**src/rtl/latency_cfg_pkg.sv**
```systemverilog
// shared constants and types for the latency and leveling mode register
package latency_cfg_pkg;
    localparam logic [5:0] latency_and_leveling_config_addr = 6'h02;
    localparam int read_latency_lsb = 0;
    localparam int write_latency_lsb = 3;
    localparam int latency_set_bit = 6;
    localparam int wrlev_bit = 7;
    localparam logic [7:0] cfg_reset_value = 8'h00;
    localparam logic [5:0] bl32_extra_clocks = 6'h08;
    localparam int bl16_align_col_bits = 4;
    localparam int bl32_align_col_bits = 5;

    typedef enum logic [2:0] {
        st_idle = 3'b001,
        st_mrw_level = 3'b010,
        st_blocked = 3'b100
    } mode_state_type;

    typedef struct packed {
        logic valid;
        logic is_write;
        logic [5:0] addr;
        logic [7:0] op;
    } mr_cmd_type;

    typedef struct packed {
        logic valid;
        logic is_write;
        logic bl32;
        logic [9:0] col;
    } col_cmd_type;

    typedef struct packed {
        logic [5:0] read_latency;
        logic [5:0] write_latency;
        logic [5:0] read_to_precharge_clocks;
        logic write_latency_set_select;
        logic write_level_en;
    } timing_type;
endpackage

```
**src/rtl/latency_decode.sv**
```systemverilog
// decodes raw latency codes into clock counts
`timescale 1ns/1ps
module latency_decode (
    // raw fields
    input wire logic [7:0] cfg_i,
    input wire logic read_bus_inversion_enable_i,
    input wire logic bl32_i,
    // decoded values
    output latency_cfg_pkg::timing_type timing_o
);
    import latency_cfg_pkg::*;
    logic [2:0] read_code;
    logic [2:0] write_code;
    assign read_code = cfg_i[read_latency_lsb +: 3];
    assign write_code = cfg_i[write_latency_lsb +: 3];

    always_comb begin
        timing_o = '0;
        timing_o.write_latency_set_select = cfg_i[latency_set_bit];
        timing_o.write_level_en = cfg_i[wrlev_bit];
        if (read_bus_inversion_enable_i) begin
            case (read_code)
                3'h0: timing_o.read_latency = 6'h06;
                3'h1: timing_o.read_latency = 6'h0c;
                3'h2: timing_o.read_latency = 6'h10;
                3'h3: timing_o.read_latency = 6'h16;
                3'h4: timing_o.read_latency = 6'h1c;
                3'h5: timing_o.read_latency = 6'h20;
                3'h6: timing_o.read_latency = 6'h24;
                default: timing_o.read_latency = 6'h28;
            endcase
        end else begin
            case (read_code)
                3'h0: timing_o.read_latency = 6'h06;
                3'h1: timing_o.read_latency = 6'h0a;
                3'h2: timing_o.read_latency = 6'h0e;
                3'h3: timing_o.read_latency = 6'h14;
                3'h4: timing_o.read_latency = 6'h18;
                3'h5: timing_o.read_latency = 6'h1c;
                3'h6: timing_o.read_latency = 6'h20;
                default: timing_o.read_latency = 6'h24;
            endcase
        end
        case (read_code)
            3'h4: timing_o.read_to_precharge_clocks = 6'h0a;
            3'h5: timing_o.read_to_precharge_clocks = 6'h0c;
            3'h6: timing_o.read_to_precharge_clocks = 6'h0e;
            3'h7: timing_o.read_to_precharge_clocks = 6'h10;
            default: timing_o.read_to_precharge_clocks = 6'h08;
        endcase
        if (bl32_i) begin
            timing_o.read_to_precharge_clocks =
                timing_o.read_to_precharge_clocks + bl32_extra_clocks;
        end
        if (cfg_i[latency_set_bit]) begin
            case (write_code)
                3'h0: timing_o.write_latency = 6'h04;
                3'h1: timing_o.write_latency = 6'h08;
                3'h2: timing_o.write_latency = 6'h0c;
                3'h3: timing_o.write_latency = 6'h12;
                3'h4: timing_o.write_latency = 6'h16;
                3'h5: timing_o.write_latency = 6'h1a;
                3'h6: timing_o.write_latency = 6'h1e;
                default: timing_o.write_latency = 6'h22;
            endcase
        end else begin
            case (write_code)
                3'h0: timing_o.write_latency = 6'h04;
                3'h1: timing_o.write_latency = 6'h06;
                3'h2: timing_o.write_latency = 6'h08;
                3'h3: timing_o.write_latency = 6'h0a;
                3'h4: timing_o.write_latency = 6'h0c;
                3'h5: timing_o.write_latency = 6'h0e;
                3'h6: timing_o.write_latency = 6'h10;
                default: timing_o.write_latency = 6'h12;
            endcase
        end
    end
endmodule

```
**src/rtl/latency_mode_register.sv**
```systemverilog
// latency and write leveling mode register with two set point copies
`timescale 1ns/1ps
module latency_mode_register (
    // clock and reset
    input wire logic clk_sys_i,
    input wire logic rst_i,
    // mode register command from the command decoder
    input latency_cfg_pkg::mr_cmd_type mr_cmd_i,
    // column command for alignment
    input latency_cfg_pkg::col_cmd_type col_cmd_i,
    // set point bits and inversion enable from other mode registers
    input wire logic write_side_set_point_i,
    input wire logic operating_set_point_i,
    input wire logic read_bus_inversion_enable_i,
    // auto precharge read burst end
    input wire logic rd_ap_burst_end_i,
    // mode register read answer
    output logic mrr_valid_o,
    output logic [7:0] mrr_data_o,
    // active timing
    output latency_cfg_pkg::timing_type timing_o,
    output logic leveling_o,
    output logic cmd_blocked_o,
    // aligned column of a read or write burst
    output logic col_valid_o,
    output logic [9:0] col_aligned_o,
    output logic write_col_violation_o,
    // internal precharge start after auto precharge read
    output logic precharge_start_o
);
    import latency_cfg_pkg::*;

    logic [7:0] copy_ff [2];
    mode_state_type state_ff;
    mode_state_type nxt_state;
    timing_type timing_comb;
    logic [7:0] active_cfg;
    logic [5:0] rtp_cnt_ff;
    logic rtp_run_ff;
    logic bl32_last_ff;
    logic hit;
    logic mode_idle;
    logic mrw_take;
    logic mrr_take;
    logic col_take;

    // a layout that overlaps fields or runs past the operand cannot be decoded
    if (read_latency_lsb + 3 > write_latency_lsb || write_latency_lsb + 3 > latency_set_bit
        || latency_set_bit >= wrlev_bit || wrlev_bit > 7) begin : g_bad_fields
        $error("latency field layout does not fit the operand");
    end
    // the alignment masks below are written for 16n and 32n write bursts
    if (bl16_align_col_bits != 4 || bl32_align_col_bits != 5) begin : g_bad_align
        $error("column alignment widths cannot be served");
    end

    assign hit = mr_cmd_i.valid && (mr_cmd_i.addr == latency_and_leveling_config_addr);
    assign active_cfg = copy_ff[operating_set_point_i];
    // while leveling is active only the write that clears it is obeyed
    assign mode_idle = (state_ff == st_idle);
    assign mrw_take = hit && mr_cmd_i.is_write && (mode_idle || !mr_cmd_i.op[wrlev_bit]);
    assign mrr_take = hit && !mr_cmd_i.is_write && mode_idle;
    assign col_take = col_cmd_i.valid && mode_idle;

    latency_decode u_decode (
        .cfg_i(active_cfg),
        .read_bus_inversion_enable_i(read_bus_inversion_enable_i),
        .bl32_i(bl32_last_ff),
        .timing_o(timing_comb)
    );

    // set point copies, written only through the write-side pointer
    generate
        for (genvar g = 0; g < 2; g++) begin : g_copy
            always_ff @(posedge clk_sys_i) begin
                if (rst_i) begin
                    copy_ff[g] <= cfg_reset_value;
                end else if (mrw_take && (write_side_set_point_i == 1'(g))) begin
                    copy_ff[g] <= mr_cmd_i.op;
                end
            end
        end
    endgenerate

    // a read during leveling is flagged by the state machine and not answered
    always_ff @(posedge clk_sys_i) begin
        if (rst_i) begin
            mrr_valid_o <= 1'b0;
        end else begin
            mrr_valid_o <= mrr_take;
        end
    end

    // read data holds until the next answered read
    always_ff @(posedge clk_sys_i) begin
        if (rst_i) begin
            mrr_data_o <= 8'h00;
        end else if (mrr_take) begin
            mrr_data_o <= copy_ff[write_side_set_point_i];
        end
    end

    // leveling state: only a write that clears the bit ends it
    always_comb begin
        nxt_state = state_ff;
        case (state_ff)
            st_idle: begin
                if (hit && mr_cmd_i.is_write && mr_cmd_i.op[wrlev_bit]) begin
                    nxt_state = st_mrw_level;
                end
            end
            st_mrw_level, st_blocked: begin
                if (hit && mr_cmd_i.is_write && !mr_cmd_i.op[wrlev_bit]) begin
                    nxt_state = st_idle;
                end else if (mr_cmd_i.valid || col_cmd_i.valid) begin
                    // any other command is an illegal request; flagged, not obeyed
                    nxt_state = st_blocked;
                end
            end
            default: nxt_state = st_idle;
        endcase
    end

    always_ff @(posedge clk_sys_i) begin
        if (rst_i) begin
            state_ff <= st_idle;
            leveling_o <= 1'b0;
            cmd_blocked_o <= 1'b0;
        end else begin
            state_ff <= nxt_state;
            leveling_o <= (nxt_state != st_idle);
            cmd_blocked_o <= (nxt_state == st_blocked);
        end
    end

    // column alignment; column commands are ignored while leveling
    always_ff @(posedge clk_sys_i) begin
        if (rst_i) begin
            col_valid_o <= 1'b0;
            col_aligned_o <= 10'h000;
        end else begin
            col_valid_o <= col_take;
            if (col_take) begin
                if (!col_cmd_i.is_write) begin
                    col_aligned_o <= {col_cmd_i.col[9:2], 2'b00};
                end else if (col_cmd_i.bl32) begin
                    col_aligned_o <= {col_cmd_i.col[9:bl32_align_col_bits], 5'h00};
                end else begin
                    col_aligned_o <= {col_cmd_i.col[9:bl16_align_col_bits], 4'h0};
                end
            end
        end
    end

    // burst length of the last column command picks the precharge delay
    always_ff @(posedge clk_sys_i) begin
        if (rst_i) begin
            bl32_last_ff <= 1'b0;
        end else if (col_take) begin
            bl32_last_ff <= col_cmd_i.bl32;
        end
    end

    // a write column with col[3:2] nonzero is flagged for one cycle but still served, whatever the burst length
    always_ff @(posedge clk_sys_i) begin
        if (rst_i) begin
            write_col_violation_o <= 1'b0;
        end else begin
            write_col_violation_o <= col_take && col_cmd_i.is_write
                && (col_cmd_i.col[3:2] != 2'b00);
        end
    end

    // read-to-precharge counter after an auto precharge read burst
    // a new burst end restarts the count from the active copy
    always_ff @(posedge clk_sys_i) begin
        if (rst_i) begin
            rtp_cnt_ff <= 6'h00;
            rtp_run_ff <= 1'b0;
            precharge_start_o <= 1'b0;
        end else begin
            precharge_start_o <= 1'b0;
            if (rd_ap_burst_end_i) begin
                rtp_cnt_ff <= timing_comb.read_to_precharge_clocks - 6'h01;
                rtp_run_ff <= 1'b1;
            end else if (rtp_run_ff) begin
                if (rtp_cnt_ff == 6'h01 || rtp_cnt_ff == 6'h00) begin
                    rtp_run_ff <= 1'b0;
                    precharge_start_o <= 1'b1;
                end
                rtp_cnt_ff <= rtp_cnt_ff - 6'h01;
            end
        end
    end

    // decoded latencies in device clocks, registered
    always_ff @(posedge clk_sys_i) begin
        if (rst_i) begin
            timing_o <= '0;
        end else begin
            timing_o <= timing_comb;
        end
    end
endmodule

```
**config.mk**
```make
export PLATFORM = sky130hd
export DESIGN_NAME = latency_mode_register
export DESIGN_NICKNAME = d
export VERILOG_FILES = /design/src/rtl/latency_cfg_pkg.sv /design/src/rtl/latency_decode.sv /design/src/rtl/latency_mode_register.sv
export SDC_FILE = /design/constraint.sdc
export NUM_CORES = 1
export LEC_CHECK = 0
export BUFFER_PORTS_ARGS = -buffer_cell sky130_fd_sc_hd__buf_2
export CAP_MARGIN = 20
export CORE_AREA = 2 2 92 94
export DETAILED_ROUTE_END_ITERATION = 16
export DIE_AREA = 0 0 94 96
export PLACE_DENSITY = 0.69
export SLEW_MARGIN = 20
export SYNTH_ARGS = -nofsm -noshare
export SYNTH_HDL_FRONTEND = slang
export SYNTH_SLANG_ARGS = --single-unit
```
**constraint.sdc**
```tcl
create_clock -name clk_sys_i -period 2.1 [get_ports clk_sys_i]
set_clock_uncertainty 0.2 [all_clocks]
set_input_delay 0.21 -clock clk_sys_i [delete_from_list [all_inputs] [get_ports clk_sys_i]]
set_output_delay 0.21 -clock clk_sys_i [all_outputs]
set_load 0.01 [all_outputs]
```
==> results of run 1 <==
==> Yosys cell counts, drive strengths merged (2+ instances only) <==
master,instances
o21bai,2
o21ai,4
a31oi,2
or3,2
nand3b,4
dfxtp,50
nor4b,3
nand3,5
nor3,9
nand4,2
xnor2,7
a31o,3
buf,12
nand4b,2
nor2,36
a211oi,4
and2,18
mux2i,17
nor3b,3
inv,7
xor2,2
edfxtp,16
a2111oi,3
nor4,6
and3b,2
a21oi,18
ha,8
mux2,12
nand2,32
clkbuf,8
==> what timing repair did <==
item	in CTS	in global routing
buffers inserted	0	2
endpoints found under the hold margin	26	0
gates resized for setup	1	5
endpoints found under the setup margin	1	2
pin swaps	1	5
hold buffers	19	0
==> how the worst max path moves through the flow <==
stage	endpoint	start	slack [ns]	cells past startpoint
final	rtp_cnt_ff[5]	copy_ff[1][1]	0.06	8
after floorplan	rtp_cnt_ff[5]	operating_set_point_i	0.007	9
after detailed placement	rtp_cnt_ff[5]	operating_set_point_i	-0.08	9
after CTS	rtp_cnt_ff[5]	copy_ff[1][0]	0.009	8
after global placement	rtp_cnt_ff[5]	operating_set_point_i	-0.04	9
after global routing	rtp_cnt_ff[5]	copy_ff[1][0]	-0.0004	9
==> power by group <==
part	internal, mW	leakage [nW]	switching (mW)	total (mW)
Combinational	0.203	1.18	0.206	0.409
Sequential	1.35	0.572	0.0373	1.39
Clock	0.617	0.103	0.504	1.12
Total	2.17	1.85	0.747	2.92
==> metrics by stage <==
step / util, % / TNS, ns
floorplan: - / 0
global placement: 46.2 / -0.0423
detailed placement: 46.2 / -0.126
CTS: 51.2 / 0
global route: 51.8 / -0.000385
finish: 51.8 / 0
==> registers in the layout (all words and copies together), names as in the netlist <==
| name | cells |
|---|---|
| state_ff | 3 |
| bl32_last_ff | 1 |
| col_aligned_o | 8 |
| rtp_run_ff | 1 |
| leveling_o | 1 |
| copy_ff | 16 |
| write_col_violation_o | 1 |
| mrr_valid_o | 1 |
| cmd_blocked_o | 1 |
| precharge_start_o | 1 |
| rtp_cnt_ff | 6 |
| col_valid_o | 1 |
| timing_o | 17 |
| mrr_data_o | 8 |
==> critical path, cell delays in order, from the launching register on <==
cell	delay, ns
edfxtp_1	0.46
nand4_1	0.20
nand2_2	0.17
inv_2	0.07
ha_4	0.23
and3b_1	0.23
a31o_2	0.14
o311a_1	0.17
nor3_2	0.04
==> final cells by class <==
| class | count | area (sq um) | area share [%] |
|---|---|---|---|
| clock buffers | 10 | 149 | 3.57 |
| clock inverters | 6 | 63.8 | 1.53 |
| inverters | 7 | 26.3 | 0.630 |
| multi-input cells | 222 | 1600 | 38.4 |
| flip-flops and latches | 66 | 1480 | 35.5 |
| well taps | 105 | 131 | 3.15 |
| repair buffers | 112 | 714 | 17.1 |
==> cells by family after synthesis <==
| logic type | count (synthesis) | synth area share (%) |
|---|---|---|
| other cells | 1 | 0.118 |
| compound gates | 42 | 9.76 |
| xor+xnor | 10 | 3.20 |
| fa+ha+maj | 8 | 3.16 |
| buf+inv | 27 | 4.31 |
| mux | 29 | 10.5 |
| simple gates | 128 | 22.1 |
| flops | 66 | 46.8 |
==> layer usage <==
metal | GRT usage [%] | vias up | part of all wire, %
met5 | 0 | - | 0
met4 | 8.45 | 0 | 2.3
met3 | 3.45 | 13 | 3.7
met2 | 30.1 | 52 | 51
met1 | 19.3 | 1217 | 43
li1 | - | 1300 | -
==> metrics.yaml, run 1 <==
global_route:
  grt_pass1_vias: 2616
  grt_max_degree: 38
  antenna_found_initial: 0
  grt_pass1_wl_microns: 11800
  grt_overflow_total: 0
  grt.total_usage_pct: 16.9
clock_tree:
  clk_path_buf_depth: 2
  worstSkewPairLatency_ns: 0.34
  cts_root_buf: "clkbuf_8"
  clk_pin_slew_worst_paths_ns: 0.08
  cts.htree.levels: 3
  cts.sinks: 66
  numCtsBuffers: 9
  tritoncts: "built"
timing:
  setup_viol: 0
  hold_viol: 0
  hold_ws_ns: 0.0493
  finalCritPeriodShare_pct: 96.9
  max_freq_mhz: 491
  finalMaxSlewViolations: 0
  period_minus_slack_ns: 2.04
  fin_ws_ns: 0.0642
die:
  die_y_microns: 96
  core_area_sq_um: 8050
  initial_core_util_pct: 39.3
  die_w_microns: 94
  rows: 33
  pin_count: 79
  die_area_sq_um: 9020
worst_setup_path:
  start_kind: "register"
  rr_worst_depth: 8
  reg2reg_slack_ns: 0.06
  crit_arrival_ns: 2.06
  cp_data_required_time_ns: 2.12
  rr_startpoint: "copy_ff[1][1]"
  critPathCaptureType: "register"
  crit_fanout: 4
  path_class: "reg -> reg"
  regToRegEndpoint: "rtp_cnt_ff[5]"
finish:
  instances_no_fill: 528
  drive_gt1_share_pct: 34.0
  final_cell_mix: "buf_2, dfxtp_1, nor2_1"
  fin_nets: 461
  syn_to_final_growth_pct: 31.6
  n_antenna_cell: 0
  stdcell_area_sq_um: 4170
  layout_commonest_cell: "buf_2"
  fillers: 753
placement:
  numPortBuffers: 71
  routabilityCongestion: 0.812
  dpl.cell_count: 491
  dp_slack_ns: -0.0850
  place_hpwl_microns: 5130
  place_area_sq_um: 3720
run_status:
  status: "completed"
synthesis:
  yosys_register_bits: 66
  yosysWarnings: 0
  netlist-cell-type-count: 55
  netlist.area_leader.share_pct: 31.6
  netlist_area_sq_um: 3170
  synth_edf_count: 16
  async_reset_ff_share_pct: 0
  synth_area_leaders: "dfxtp_1, edfxtp_1, mux2i_1"
  synthFlopType: "dfxtp_1"
  syn_inst: 311
  yosys.area.top_type: "dfxtp_1"
  yosysSeqAreaShare_pct: 46.8
  avgSynthCellArea_sq_um: 10.2
drt:
  ant_nets: 0
  route.vias.total: 2582
  via_per_inst: 4.89
  routed_wl_microns: 7150
  drc_errors: 0
  first_pass_iters: 4
  drtIter0Drc: 69
  wl_per_cell_microns: 13.5
min_path:
  hold_depth: 2
  hold_class: "in -> reg"
  whs_endpoint: "precharge_start_o"
  min_from: "rd_ap_burst_end_i"
power:
  power_mw: 2.92
  peakVddDrop_uv: 419
  cellPowerDensity_nw_per_um2: 701
  leakagePower_nw: 1.85
flow_run:
  drv_cap: 0
Power figures use the tool's default switching activity.
==> run 2: changes to the inputs <==
Settings changed: HOLD_SLACK_MARGIN set to 0.06.
==> metrics.yaml, run 2 (synthesis gave the netlist of run 1 again) <==
run_status:
  status: "completed"
global_route:
  met2_usage_pct: 30.6
  grt.total_usage_pct: 17.0
  grt_pass1_vias: 2623
  grt_overflow_total: 0
  use_met1_pct: 19.3
  top_usage_layer: "met2"
  antenna_found_initial: 0
  grt_max_degree: 38
  grt_pass1_wl_microns: 11800
  use_met3_pct: 3.29
worst_setup_path:
  critPathCaptureType: "register"
  start_kind: "register"
  startpoint: "copy_ff[1][0]"
  path_class: "reg -> reg"
  rr_startpoint: "copy_ff[1][0]"
  rr_worst_depth: 9
  crit_arrival_ns: 2.06
  cp_data_required_time_ns: 2.13
  crit_fanout: 4
power:
  leakagePower_nw: 1.87
  peakVddDrop_uv: 419
  cellPowerDensity_nw_per_um2: 696
drt:
  first_pass_iters: 5
  via_per_inst: 4.91
  drtIter0Drc: 59
  routed_wl_microns: 7200
  wl_per_cell_microns: 13.5
  route.vias.total: 2610
  ant_nets: 0
  drc_errors: 0
timing:
  period_minus_slack_ns: 2.03
  finalCritPeriodShare_pct: 96.8
  finalMaxSlewViolations: 0
  tns_ns: 0
  setup_viol: 0
  max_freq_mhz: 492
  hold_viol: 0
clock_tree:
  tritoncts: "built"
  clk_path_buf_depth: 2
  clk_pin_slew_worst_paths_ns: 0.08
  cts_root_buf: "clkbuf_8"
  worstSkewPairLatency_ns: 0.35
  numCtsBuffers: 9
  cts.sinks: 66
  cts.htree.levels: 3
die:
  die_y_microns: 96
  initial_core_util_pct: 39.3
  die_area_sq_um: 9020
  die_w_microns: 94
  pin_count: 79
  core_area_sq_um: 8050
  rows: 33
flow_run:
  drv_cap: 0
placement:
  routabilityCongestion: 0.812
  dpl.cell_count: 491
  numPortBuffers: 71
  place_hpwl_microns: 5130
finish:
  n_antenna_cell: 0
  largest_register_ffs: 17
  instances_no_fill: 532
  largestRegisters: "timing_o: 17 flops, copy_ff: 16 flops"
  drive_gt1_share_pct: 33.7
  fin_nets: 465
  syn_to_final_growth_pct: 32.9
  layout_commonest_cell: "buf_2"
  regMostFlops: "timing_o"
  final_cell_mix: "buf_2, dfxtp_1, nor2_1"
min_path:
  hold_depth: 3
  hold_class: "in -> reg"
  min_from: "mr_cmd_i[7]"
run 2: cell count changes in the layout (fill, tap and decap cells not counted), sizes merged:
cell / change
dlygate4sd3: +4
run 2: cell type report:
cell class | count | area (sq um)
sequential | 66 | 1480
fill | 753 | 3840
tap | 105 | 131
inverter | 7 | 26.3
clock inverter | 6 | 63.8
timing repair buffer | 116 | 754
multi-input combinational | 222 | 1600
clock buffer | 10 | 149
run 2: final timing paths:
kind	slack, ns	endpoint
max	0.07	rtp_cnt_ff[5]
min	0.08	leveling_o
max reg2reg	0.07	rtp_cnt_ff[5]
min reg2reg	0.25	col_aligned_o[3]
run 2: what timing repair did:
| action | CTS | global route |
|---|---|---|
| resized for setup | 1 | 5 |
| buffers inserted | 0 | 2 |
| pin swaps | 1 | 5 |
| setup endpoints to repair | 1 | 2 |
| endpoints found under the hold margin | 38 | 0 |
| hold buffers | 23 | 0 |
run 2: where the power goes:
group          leakage (nW)  internal (mW)  switching, mW
clock                 0.103          0.617          0.508
sequential            0.572           1.35         0.0373
combinational          1.20          0.207          0.206
total                  1.87           2.18          0.752
run 2: worst max-delay path, cell delays in order, from the launching register on:
cell      delay (ns)
edfxtp_1        0.43
buf_6           0.14
nand4_1         0.13
nand2_2         0.12
inv_2           0.10
ha_4            0.20
and3b_1         0.23
a31o_2          0.14
o311a_1         0.17
nor3_2          0.04
run 2: layer usage:
metal	part of all wire, %	routed length (microns)
met5	0	0
met2	51	3680
met1	42	3050
met3	3.9	282
met4	2.6	189
run 2: stage by stage:
step	setup WS [ns]	cell area (sq um)	hold slack, ns	power [mW]	util (%)
2_1_floorplan	0.00678	3190	0.113	1.66	-
3_3_place_gp	-0.0423	3720	0.239	1.78	46.2
3_5_place_dp	-0.0850	3720	0.247	1.79	46.2
4_1_cts	0.00855	4170	0.0714	2.95	51.7
5_1_grt	-0.000386	4210	0.117	3.05	52.3
6_report	0.0667	4210	0.0766	2.93	52.3
